### config.mk
export PLATFORM = sky130hd
export DESIGN_NAME = acs_sequencer
export DESIGN_NICKNAME = d
export VERILOG_FILES = /design/src/acs_pkg.sv /design/src/acs_clkdiv.sv /design/src/acs_sequencer.sv /design/src/acs_sync2.sv
export SDC_FILE = /design/constraint.sdc
export NUM_CORES = 1
export LEC_CHECK = 0
export BUFFER_PORTS_ARGS = -buffer_cell sky130_fd_sc_hd__buf_2
export CAP_MARGIN = 40
export CORE_MARGIN = 2
export CORE_UTILIZATION = 52
export CTS_BUF_LIST = sky130_fd_sc_hd__clkbuf_4 sky130_fd_sc_hd__clkbuf_8 sky130_fd_sc_hd__clkbuf_16
export CTS_CLUSTER_DIAMETER = 150
export DETAILED_ROUTE_END_ITERATION = 16
export PLACE_DENSITY = 0.8
export SLEW_MARGIN = 20
export SYNTH_ARGS = -nofsm -noshare
export SYNTH_HDL_FRONTEND = slang
export SYNTH_SLANG_ARGS = --single-unit
### constraint.sdc
create_clock -name clock -period 4.1 [get_ports clock]
set_clock_uncertainty 0.1 [all_clocks]
set_input_delay 0.205 -clock clock [delete_from_list [all_inputs] [get_ports clock]]
set_output_delay 0.205 -clock clock [all_outputs]
set_load 0.005 [all_outputs]
### src/acs_pkg.sv
// constants and types shared by the conversion sequencer files
package acs_pkg;

	// ********************************
	// register word indices (byte address = 4 * index)
	// ********************************
	localparam logic [3:0] IDX_SC_FIRST = 4'h0;
	localparam logic [3:0] IDX_SC_SECOND = 4'h1;
	localparam logic [3:0] IDX_RES_HIGH = 4'h2;
	localparam logic [3:0] IDX_RES_LOW = 4'h3;
	localparam logic [3:0] IDX_CMP_HIGH = 4'h4;
	localparam logic [3:0] IDX_CMP_LOW = 4'h5;
	localparam logic [3:0] IDX_CONFIG = 4'h6;
	localparam logic [3:0] IDX_ISO_LOW = 4'h7;
	localparam logic [3:0] IDX_ISO_MID = 4'h8;
	localparam logic [3:0] IDX_ISO_HIGH = 4'h9;

	// ********************************
	// field positions
	// ********************************
	localparam int SC1_FLAG = 7;
	localparam int SC1_IRQ_EN = 6;
	localparam int SC1_CONT = 5;
	localparam int SC2_ACTIVE = 7;
	localparam int SC2_TRIG_SEL = 6;
	localparam int SC2_CMP_EN = 5;
	localparam int SC2_CMP_GT = 4;
	localparam int CFG_LONG_SAMPLE = 4;
	localparam int CFG_MODE_LSB = 2;
	localparam int CFG_CLK_LSB = 0;
	localparam int CFG_DIV_LSB = 5;

	// ********************************
	// reset values and encodings
	// ********************************
	localparam logic [4:0] CHAN_RESET = 5'h1f;
	localparam logic [4:0] CHAN_ALL_ONES = 5'h1f;
	localparam logic [7:0] CONFIG_RESET = 8'h00;
	localparam logic [1:0] CLK_BUS = 2'h0;
	localparam logic [1:0] CLK_BUS_HALF = 2'h1;
	localparam logic [1:0] CLK_ALT = 2'h2;
	localparam logic [1:0] CLK_ASYNC = 2'h3;
	localparam logic [1:0] MODE_8 = 2'h0;
	localparam logic [1:0] MODE_12 = 2'h1;
	localparam logic [1:0] MODE_10 = 2'h2;

	// ********************************
	// timing
	// ********************************
	localparam int CLOCK_PERIOD_NS = 10;
	localparam int ASYNC_START_NS = 5000;
	localparam int ASYNC_START_CYC = (ASYNC_START_NS + CLOCK_PERIOD_NS - 1) / CLOCK_PERIOD_NS;
	localparam int ASYNC_DIV = 4;
	localparam int BUS_SETUP_CYC = 5;
	localparam int FIRST_EXTRA_CONVERSION_CLOCK = 3;
	localparam int SAMPLE_SHORT_CONVERSION_CLOCK = 4;
	localparam int SAMPLE_LONG_CONVERSION_CLOCK = 24;
	localparam int APPROX_8_CONVERSION_CLOCK = 13;
	localparam int APPROX_12_CONVERSION_CLOCK = 16;

	typedef enum logic [2:0] {ST_IDLE, ST_SETUP, ST_WARMUP, ST_SYNC, ST_SAMPLE, ST_CONVERT} acs_state_e;

	// drive seen by one group of port pins
	typedef struct packed {
		logic [23:0] out;
		logic [23:0] oe;
		logic [23:0] pullEn;
		logic [23:0] inEn;
	} acs_pad_s;

endpackage : acs_pkg

### src/acs_clkdiv.sv
// conversion clock enable: source select then divide by 1, 2, 4 or 8
`timescale 1ns/1ns
module acs_clkdiv (
	// clock and reset
	input wire logic clock,
	input wire logic rst_b,
	// control
	input wire logic run,
	input wire logic [1:0] clkSel,
	input wire logic [1:0] divSel,
	input wire logic altTick,
	// conversion clock enable
	output logic adckTick
);
	import acs_pkg::*;

	logic [2:0] preQ;
	logic [2:0] divQ;
	logic srcTick;
	logic [2:0] divMax;

	// source pulse selection
	always_comb
	begin
		unique case (clkSel)
			CLK_BUS: srcTick = 1'b1;
			CLK_BUS_HALF: srcTick = preQ[0];
			CLK_ALT: srcTick = altTick;
			CLK_ASYNC: srcTick = (preQ == 3'(ASYNC_DIV - 1));
		endcase
		divMax = 3'((4'h1 << divSel) - 4'h1);
	end

	// counters only run while converting, to save power when idle
	always_ff @(posedge clock)
	begin
		if (!rst_b || !run)
		begin
			preQ <= '0;
			divQ <= '0;
			adckTick <= 1'b0;
		end
		else
		begin
			preQ <= (preQ == 3'(ASYNC_DIV - 1)) ? 3'h0 : preQ + 3'h1;
			adckTick <= srcTick && (divQ == divMax);
			if (srcTick)
				divQ <= (divQ == divMax) ? 3'h0 : divQ + 3'h1;
		end
	end

endmodule : acs_clkdiv

### src/acs_sequencer.sv
// conversion sequencer: register file, triggers, timing, result transfer, pin isolation
//
// Chosen here: the Avalon-MM register port and the placing of the registers.
`timescale 1ns/1ns
// How it works
// - isolated pin: driver off, pullup off, input buffer off, port read returns zero
// - hardware trigger edge starts a conversion only while trigger select is set
// - trigger edge during a conversion is ignored
// - continuous hardware mode: only the launching edge counts
// - 12, 10 and 8 bit resolutions, with either trigger
// - software mode: first control write starts a conversion unless channel all ones
// - continuous mode restarts after every result transfer until aborted
// - completion loads result registers, sets flag, interrupt if enabled
// - 12/10 bit: high read without low read blocks transfer, result lost
// - single conversion, compare enabled and false: stop, blocking irrelevant
// - any other blocked transfer starts another conversion
// - first control write aborts, then restarts in software mode only, unless channel all ones
// - writes to second control, config or compare registers abort
// - reset aborts; stop entry aborts unless async clock selected
// - abort keeps last results; reset clears them
// - idle until started; async clock enabled only if selected
// - sample 3.5 or 23.5 conversion clocks (4 or 24 here), then approximate
// - first conversion within 20/23 or 40/43 clocks plus 5 bus cycles
// - async source adds up to 5 us startup
// - later continuous conversions take 17/20 or 37/40 clocks
// - exact continuous sample time needs bus clock fast enough
// - module disabled in reset and while channel is all ones
// - compare false at completion: no flag, no transfer
// - clock select 00 picks bus clock, the reset default
// - mode value 10 selects 10 bit
module acs_sequencer (
	// clock and reset
	input wire logic clock,
	input wire logic rst_b,
	// avalon-mm slave
	input wire logic [5:0] address,
	input wire logic read,
	input wire logic write,
	input wire logic [31:0] writedata,
	output logic [31:0] readdata,
	output logic waitrequest,
	// trigger, power state and clock sources
	input wire logic hwTriggerInput,
	input wire logic stopEntry,
	input wire logic altClkTick,
	// analog front end
	input wire logic [11:0] analogIn,
	output logic [4:0] channelSelect,
	output logic sampleHold,
	output logic asyncClockOn,
	output logic completionIrq,
	// port pins
	input wire acs_pkg::acs_pad_s portDrive,
	input wire logic [23:0] pinIn,
	output acs_pkg::acs_pad_s pinDrive,
	output logic [23:0] portReadData
);
	import acs_pkg::*;

	// ********************************
	// registers and wires
	// ********************************
	logic waitReqQ;
	logic [31:0] readDataQ;
	logic flagQ, irqEnQ, contQ;
	logic [4:0] chanQ;
	logic trigSelQ, cmpEnQ, cmpGtQ;
	logic [7:0] cfgQ;
	logic [3:0] cmpHiQ, resHiQ;
	logic [7:0] cmpLoQ, resLoQ;
	logic [23:0] isoQ;
	logic blockQ;
	acs_state_e stateQ;
	logic [8:0] cntQ;
	logic [11:0] sampledQ;
	logic hwPrevQ;
	logic irqQ, asyncOnQ, holdQ;
	acs_pad_s padQ;
	logic [23:0] portRdQ;

	logic [11:0] analogSync;
	logic hwSync;
	logic [23:0] pinSync;
	logic adckTick;

	logic [3:0] idx;
	logic busWr, busRd;
	logic wrSc1, wrSc2, wrCfg, wrCmpHi, wrCmpLo;
	logic rdResHi, rdResLo;
	logic [1:0] clkSel, modeSel;
	logic disabled, abortNow, hwEdge, swStart, hwStart, startNow;
	logic [8:0] sampleLen, approxLen;
	logic doneEvt, cmpOk, blocked, transfer, restart;
	logic [11:0] convVal, cmpVal, outVal;

	assign idx = address[5:2];
	assign busWr = write && !waitReqQ;
	assign busRd = read && !waitReqQ;
	assign wrSc1 = busWr && (idx == IDX_SC_FIRST);
	assign wrSc2 = busWr && (idx == IDX_SC_SECOND);
	assign wrCfg = busWr && (idx == IDX_CONFIG);
	assign wrCmpHi = busWr && (idx == IDX_CMP_HIGH);
	assign wrCmpLo = busWr && (idx == IDX_CMP_LOW);
	assign rdResHi = busRd && (idx == IDX_RES_HIGH);
	assign rdResLo = busRd && (idx == IDX_RES_LOW);
	assign clkSel = cfgQ[CFG_CLK_LSB +: 2];
	assign modeSel = cfgQ[CFG_MODE_LSB +: 2];

	// ********************************
	// input synchronisers
	// ********************************
	// analog code is sampled only after it has settled for many cycles, so a plain
	// multi-bit two-stage capture is accepted here
	acs_sync2 #(.WIDTH(12)) uAnalogSync (
		.clock(clock),
		.rst_b(rst_b),
		.async(analogIn),
		.sync(analogSync)
	);

	acs_sync2 #(.WIDTH(1)) uTrigSync (
		.clock(clock),
		.rst_b(rst_b),
		.async(hwTriggerInput),
		.sync(hwSync)
	);

	acs_sync2 #(.WIDTH(24)) uPinSync (
		.clock(clock),
		.rst_b(rst_b),
		.async(pinIn),
		.sync(pinSync)
	);

	// conversion clock runs only while active
	acs_clkdiv uClkDiv (
		.clock(clock),
		.rst_b(rst_b),
		.run(stateQ != ST_IDLE),
		.clkSel(clkSel),
		.divSel(cfgQ[CFG_DIV_LSB +: 2]),
		.altTick(altClkTick),
		.adckTick(adckTick)
	);

	// ********************************
	// start and abort decisions
	// ********************************
	always_comb
	begin
		disabled = (chanQ == CHAN_ALL_ONES);
		abortNow = wrSc1 || wrSc2 || wrCfg || wrCmpHi || wrCmpLo;
		if (stopEntry && clkSel != CLK_ASYNC)
			abortNow = 1'b1;
		hwEdge = hwSync && !hwPrevQ;
		swStart = wrSc1 && !trigSelQ && (writedata[4:0] != CHAN_ALL_ONES);
		// edges while busy, including a running continuous chain, fall through
		hwStart = hwEdge && trigSelQ && (stateQ == ST_IDLE) && !disabled && !abortNow;
		startNow = swStart || hwStart;
		sampleLen = cfgQ[CFG_LONG_SAMPLE] ? 9'(SAMPLE_LONG_CONVERSION_CLOCK) : 9'(SAMPLE_SHORT_CONVERSION_CLOCK);
		approxLen = (modeSel == MODE_8) ? 9'(APPROX_8_CONVERSION_CLOCK) : 9'(APPROX_12_CONVERSION_CLOCK);
	end

	// ********************************
	// result shaping and completion
	// ********************************
	always_comb
	begin
		unique case (modeSel)
			MODE_12: convVal = sampledQ;
			MODE_10: convVal = (sampledQ[11:2] == 10'h3ff) ? 12'h3ff
				: {2'h0, sampledQ[11:2] + 10'(sampledQ[1])};
			default: convVal = (sampledQ[11:4] == 8'hff) ? 12'h0ff
				: {4'h0, sampledQ[11:4] + 8'(sampledQ[3])};
		endcase
		cmpVal = {cmpHiQ, cmpLoQ};
		cmpOk = cmpGtQ ? (convVal >= cmpVal) : (convVal < cmpVal);
		outVal = cmpEnQ ? (convVal - cmpVal) : convVal;
		doneEvt = (stateQ == ST_CONVERT) && adckTick && (cntQ == approxLen - 9'h1)
			&& !startNow && !abortNow && !disabled;
		blocked = blockQ && (modeSel != MODE_8);
		transfer = doneEvt && !(cmpEnQ && !cmpOk) && !blocked;
		// blocked results restart even in single mode; single compare miss stops
		if (cmpEnQ && !cmpOk)
			restart = contQ;
		else if (blocked)
			restart = 1'b1;
		else
			restart = contQ;
	end

	// ********************************
	// avalon handshake: one wait cycle, then the edge that completes
	// ********************************
	always_ff @(posedge clock)
	begin
		if (!rst_b)
			waitReqQ <= 1'b1;
		else if ((read || write) && waitReqQ)
			waitReqQ <= 1'b0;
		else
			waitReqQ <= 1'b1;
	end

	always_ff @(posedge clock)
	begin
		if (!rst_b)
			readDataQ <= '0;
		else if (read && waitReqQ)
		begin
			unique case (idx)
				IDX_SC_FIRST: readDataQ <= {24'h0, flagQ, irqEnQ, contQ, chanQ};
				IDX_SC_SECOND: readDataQ <= {24'h0, stateQ != ST_IDLE, trigSelQ, cmpEnQ,
					cmpGtQ, 4'h0};
				IDX_RES_HIGH: readDataQ <= {28'h0, resHiQ};
				IDX_RES_LOW: readDataQ <= {24'h0, resLoQ};
				IDX_CMP_HIGH: readDataQ <= {28'h0, cmpHiQ};
				IDX_CMP_LOW: readDataQ <= {24'h0, cmpLoQ};
				IDX_CONFIG: readDataQ <= {24'h0, cfgQ};
				IDX_ISO_LOW: readDataQ <= {24'h0, isoQ[7:0]};
				IDX_ISO_MID: readDataQ <= {24'h0, isoQ[15:8]};
				IDX_ISO_HIGH: readDataQ <= {24'h0, isoQ[23:16]};
				default: readDataQ <= '0;
			endcase
		end
	end

	// ********************************
	// control registers
	// ********************************
	always_ff @(posedge clock)
	begin
		if (!rst_b)
		begin
			irqEnQ <= 1'b0;
			contQ <= 1'b0;
			chanQ <= CHAN_RESET;
		end
		else if (wrSc1)
		begin
			irqEnQ <= writedata[SC1_IRQ_EN];
			contQ <= writedata[SC1_CONT];
			chanQ <= writedata[4:0];
		end
	end

	always_ff @(posedge clock)
	begin
		if (!rst_b)
		begin
			trigSelQ <= 1'b0;
			cmpEnQ <= 1'b0;
			cmpGtQ <= 1'b0;
		end
		else if (wrSc2)
		begin
			trigSelQ <= writedata[SC2_TRIG_SEL];
			cmpEnQ <= writedata[SC2_CMP_EN];
			cmpGtQ <= writedata[SC2_CMP_GT];
		end
	end

	always_ff @(posedge clock)
	begin
		if (!rst_b)
		begin
			cfgQ <= CONFIG_RESET;
			cmpHiQ <= '0;
			cmpLoQ <= '0;
			isoQ <= '0;
		end
		else
		begin
			if (wrCfg)
				cfgQ <= writedata[7:0];
			if (wrCmpHi)
				cmpHiQ <= writedata[3:0];
			if (wrCmpLo)
				cmpLoQ <= writedata[7:0];
			if (busWr && idx == IDX_ISO_LOW)
				isoQ[7:0] <= writedata[7:0];
			if (busWr && idx == IDX_ISO_MID)
				isoQ[15:8] <= writedata[7:0];
			if (busWr && idx == IDX_ISO_HIGH)
				isoQ[23:16] <= writedata[7:0];
		end
	end

	// ********************************
	// results, flag and blocking
	// ********************************
	// aborts never touch the results; only reset clears them
	always_ff @(posedge clock)
	begin
		if (!rst_b)
		begin
			resHiQ <= '0;
			resLoQ <= '0;
		end
		else if (transfer)
		begin
			resHiQ <= outVal[11:8];
			resLoQ <= outVal[7:0];
		end
	end

	// a completion in the clearing cycle wins
	always_ff @(posedge clock)
	begin
		if (!rst_b)
			flagQ <= 1'b0;
		else if (transfer)
			flagQ <= 1'b1;
		else if (wrSc1 || rdResLo)
			flagQ <= 1'b0;
	end

	always_ff @(posedge clock)
	begin
		if (!rst_b)
			blockQ <= 1'b0;
		else if (rdResLo)
			blockQ <= 1'b0;
		else if (rdResHi && modeSel != MODE_8)
			blockQ <= 1'b1;
	end

	// ********************************
	// conversion sequence
	// ********************************
	always_ff @(posedge clock)
	begin
		if (!rst_b)
		begin
			stateQ <= ST_IDLE;
			cntQ <= '0;
		end
		else if (startNow)
		begin
			stateQ <= ST_SETUP;
			cntQ <= '0;
		end
		else if (abortNow || disabled)
		begin
			stateQ <= ST_IDLE;
			cntQ <= '0;
		end
		else
		begin
			unique case (stateQ)
				ST_IDLE: cntQ <= '0;
				ST_SETUP:
				begin
					cntQ <= cntQ + 9'h1;
					if (cntQ == 9'(BUS_SETUP_CYC - 1))
					begin
						cntQ <= '0;
						stateQ <= (clkSel == CLK_ASYNC) ? ST_WARMUP : ST_SYNC;
					end
				end
				ST_WARMUP:
				begin
					cntQ <= cntQ + 9'h1;
					if (cntQ == 9'(ASYNC_START_CYC - 1))
					begin
						cntQ <= '0;
						stateQ <= ST_SYNC;
					end
				end
				ST_SYNC:
					if (adckTick)
					begin
						cntQ <= cntQ + 9'h1;
						if (cntQ == 9'(FIRST_EXTRA_CONVERSION_CLOCK - 1))
						begin
							cntQ <= '0;
							stateQ <= ST_SAMPLE;
						end
					end
				ST_SAMPLE:
					// bus clock is never slower than its own enable, so timing is exact
					if (adckTick)
					begin
						cntQ <= cntQ + 9'h1;
						if (cntQ == sampleLen - 9'h1)
						begin
							cntQ <= '0;
							stateQ <= ST_CONVERT;
						end
					end
				ST_CONVERT:
					if (adckTick)
					begin
						cntQ <= cntQ + 9'h1;
						if (doneEvt)
						begin
							cntQ <= '0;
							stateQ <= restart ? ST_SAMPLE : ST_IDLE;
						end
					end
			endcase
		end
	end

	always_ff @(posedge clock)
	begin
		if (!rst_b)
			sampledQ <= '0;
		else if (stateQ == ST_SAMPLE && adckTick && cntQ == sampleLen - 9'h1)
			sampledQ <= analogSync;
	end

	always_ff @(posedge clock)
	begin
		if (!rst_b)
		begin
			hwPrevQ <= 1'b0;
			irqQ <= 1'b0;
			asyncOnQ <= 1'b0;
			holdQ <= 1'b0;
		end
		else
		begin
			hwPrevQ <= hwSync;
			irqQ <= (flagQ || transfer) && irqEnQ;
			asyncOnQ <= (stateQ != ST_IDLE || startNow) && clkSel == CLK_ASYNC;
			holdQ <= (stateQ == ST_SAMPLE);
		end
	end

	// ********************************
	// pin isolation
	// ********************************
	always_ff @(posedge clock)
	begin
		if (!rst_b)
		begin
			padQ <= '0;
			portRdQ <= '0;
		end
		else
		begin
			padQ.out <= portDrive.out & ~isoQ;
			padQ.oe <= portDrive.oe & ~isoQ;
			padQ.pullEn <= portDrive.pullEn & ~isoQ;
			padQ.inEn <= portDrive.inEn & ~isoQ;
			portRdQ <= pinSync & ~isoQ;
		end
	end

	assign readdata = readDataQ;
	assign waitrequest = waitReqQ;
	assign channelSelect = chanQ;
	assign sampleHold = holdQ;
	assign asyncClockOn = asyncOnQ;
	assign completionIrq = irqQ;
	assign pinDrive = padQ;
	assign portReadData = portRdQ;

endmodule : acs_sequencer

### src/acs_sync2.sv
// two flip-flop synchroniser for levels from outside the clock domain
`timescale 1ns/1ns
module acs_sync2 #(
	parameter int WIDTH = 1
) (
	// clock and reset
	input wire logic clock,
	input wire logic rst_b,
	// data
	input wire logic [WIDTH-1:0] async,
	output logic [WIDTH-1:0] sync
);

	logic [WIDTH-1:0] metaQ;

	// first stage feeds only the second
	always_ff @(posedge clock)
	begin
		if (!rst_b)
		begin
			metaQ <= '0;
			sync <= '0;
		end
		else
		begin
			metaQ <= async;
			sync <= metaQ;
		end
	end

endmodule : acs_sync2

==> results.md <==
* Main flop type after synthesis: dfxtp_1
* Post-synth cell types at 76
* Clock-pin slew on the worst setup and hold paths at 0.06 ns
* Drt drc at 0
* Share of post-route cells with drive strength above 1 at 22.5%
* Most frequent cells in the layout: dfxtp_1 (306), buf_2 (287), and2_1 (201)
* CP endpoint kind: register
* Commonest non-fill, non-tap cell in the layout: dfxtp_1
* Hold Crit Class: input port to register
* Fin. max-slew vios at 0
* Initial DRT Pass Iterations at 6
* Vias in the first global route at between 10000 and 15000
* Pwr/cell area at just over 400 nW/µm²
* Starting Density at a little over half
* Number of buffers added on ports at 287
* Synth Area in Compound Gates at 11.3%
* CORE AREA at between 20000 and 25000 µm²
* First-pass GRT wire length at around 57000 µm
* Worst EP required at 4.46 ns
* Max Clk Rate at 263 MHz
* Setup_tns at 0 ns
* Leak Pwr at between 0.007 and 0.008 µW
* Slew @ Worst Pin at approximately 0.8 ns
* Die area at about 24000 µm²
* Worst-path fanout max at 13
* Seq cells post-synth at 306
* Gr usage total at ~29%
* Largest net degree at the start of global routing at 56
* Std-Cell Rows at between 50 and 60
* CP Launch Type: register
* Sequential share of the synthesized area at slightly above 50%
* Root Buffer Master: clkbuf_16
* Clock tree buffer depth at 3
* Vias at 11118
* Congestion Overflow GR at 0
* RSZ-0062 raised after global routing: no
* Clk Latency, worst-skew pair at around 0.57 ns
* Die height at ~160 µm
* Die span in x at about 160 µm
* Top Ports at between 300 and 400
* Final net count at between 1500 and 2000
* Synth Warn # at 0
* Iteration-0 DRC count of the detailed router at around 890
* Main combinational cell family by area after synthesis: simple AND/OR/NAND/NOR gates
* Synthesized area per cell at 9.27 µm²
* Post-Synth XOR/XNOR Area at under 10%
* Initial antenna violation count at 0
* Post-Route WL at roughly 37000 µm
* Fin crit share at between 90% and 100%
* Area delta synth->final at 34.9%
* Num CTS Buffers at 31
* Mux cell area share after synthesis at 3.26%
* Worst Path Arrival at approximately 4.2 ns
* Final worst path period need at 3.80 ns
* DR WL/cell at approximately 18 µm
* Path depth of the worst reg2reg path at 14
* Post-DP HPWL at about 23000 µm
* Finish-stage setup viols at 0
* Synth Area in Adders at between 2 and 3%
* Setup bufs post-CTS at 0
* Post-Synth Simple-Gate Area at approximately a quarter
* Max Cap Viol at 0
* Async SR Flop Fraction at 0%
* Mapped Area at between 10000 and 15000 µm²
* Number of enable flip-flop cells after synthesis at 0
* Worst setup path category: register to register
* Rel. slew slack at 48.1%
* Clock sink total at about 300
* Outcome: completed
* WHS Path Cells at 5
* Via density at about 5.5
* Fin. Hold Viols at 0
* Post-Route Utilization at a little under three quarters
* Final GP Congestion at around 0.96
* Synth Instances at ~1300
* Htree depth at 1
* CTS tree: yes
* Maximum VDD drop at 0.000331 V
* Detail Route Antenna Nets at 0
[where the power goes]
| group | leakage (µW) | switching [µW] | total, µW | internal (µW) |
|---|---|---|---|---|
| sequential | 0.00251 | 29.6 | 3100 | 3070 |
| clock | 0.000558 | 1170 | 3020 | 1850 |
| combinational | 0.00408 | 239 | 503 | 264 |
[state kept, by name (all words and copies together), names as in the netlist, 3 cells and up]
signal,cells
pinDrive,96
isoQ,24
portReadData,24
uPinSync.metaQ,24
uPinSync.sync,24
sampledQ,12
uAnalogSync.metaQ,12
uAnalogSync.sync,12
cntQ,9
cfgQ,8
cmpLoQ,8
readdata,8
resLoQ,8
channelSelect,5
cmpHiQ,4
resHiQ,4
stateQ,3
uClkDiv.divQ,3
uClkDiv.preQ,3
[synth_stat cells (all sizes together), types with 5 or more instances]
| cell type | number | area, µm² |
|---|---|---|
| nand3 | 64 | 320 |
| a32oi | 7 | 61.3 |
| nor3 | 16 | 85.1 |
| xnor2 | 12 | 105 |
| dfxtp | 306 | 6130 |
| nor2b | 11 | 68.8 |
| buf | 42 | 288 |
| inv | 29 | 109 |
| o211ai | 5 | 42.5 |
| nand2 | 129 | 487 |
| a221oi | 5 | 61.3 |
| nor2 | 97 | 367 |
| nand2b | 6 | 37.5 |
| ha | 25 | 313 |
| mux2i | 36 | 360 |
| a211oi | 9 | 80.1 |
| a22oi | 17 | 133 |
| and3 | 16 | 105 |
| nor3b | 6 | 45.0 |
| o21ai | 34 | 170 |
| clkbuf | 50 | 188 |
| and2 | 201 | 1260 |
| xor2 | 12 | 105 |
| a31oi | 14 | 93.8 |
| a21oi | 69 | 349 |
| or3 | 9 | 56.3 |
| nand4 | 9 | 56.3 |
[cell families (layout without fill, tap and decap cells)]
logic type,count (synthesis),after routing
AOI/OAI and AO/OA,203,203
xor gates and xnor gates,24,24
adders and majority gates,26,26
buffers and inverters,121,548
DFF,306,306
muxes,39,39
other,1,26
and+or+nand+nor,583,583
[stage by stage]
step	cells	instance area, µm²	setup slack, ns	hold slack, ns	power, µW
floorplan	1326	12200	0.559	0.221	3360
global placement	1836	13700	0.397	0.304	3520
detailed placement	1838	13700	0.349	0.307	3530
CTS	2038	16300	0.333	0.156	6610
global route	2038	16300	0.0121	0.183	6830
finish	2040	16300	0.297	0.185	6620
[final timing paths]
kind / from / end / slack (ns)
setup reg to reg: sampledQ[4]$_SDFFE_PN0P_ / resLoQ[3]$_SDFFE_PN0P_ / 0.30
setup / recovery: sampledQ[4]$_SDFFE_PN0P_ / resLoQ[3]$_SDFFE_PN0P_ / 0.30
hold reg to reg: uPinSync.sync[10]$_SDFF_PN0_ / portReadData[10]$_SDFF_PN0_ / 0.32
hold / removal: stopEntry / asyncClockOn$_SDFF_PN0_ / 0.18
[worst max-delay path, stage by stage, from the launching register on]
cell and delay [ns]:
dfxtp_1 0.47, ha_1 0.22, and3_1 0.24, nand3_1 0.11, xor2_1 0.17, a311oi_1 0.35, ha_1 0.35, a21o_1 0.19
a21o_1 0.18, a221o_1 0.36, o31a_1 0.32, a21oi_2 0.16, buf_4 0.21, mux2i_1 0.22, nor2_1 0.06
[metal layers]
| metal | vias up | global-route usage, % | wire (µm) |
|---|---|---|---|
| met3 | 138 | 5.54 | 2980 |
| li1 | 5241 | - | - |
| met2 | 564 | 52.8 | 18400 |
| met4 | 0 | 13.5 | 1650 |
| met5 | - | 0 | 0 |
| met1 | 5175 | 33.5 | 13600 |
[repair_timing]
| action | in CTS | in global routing |
|---|---|---|
| gates resized for setup | 0 | 3 |
| endpoints found under the setup margin | 0 | 8 |
| hold buffers | 145 | 0 |
| endpoints found under the hold margin | 190 | 0 |
[layout make-up]
type	instances	area [µm²]
fillers	1598	6410
flip-flops and latches	306	6130
multi-input cells	899	5460
repair buffers	464	3130
clock buffers	47	952
well taps	285	357
clock inverters	8	163
inverters	29	109
diodes	2	5.00
Power figures use the tool's default switching activity.
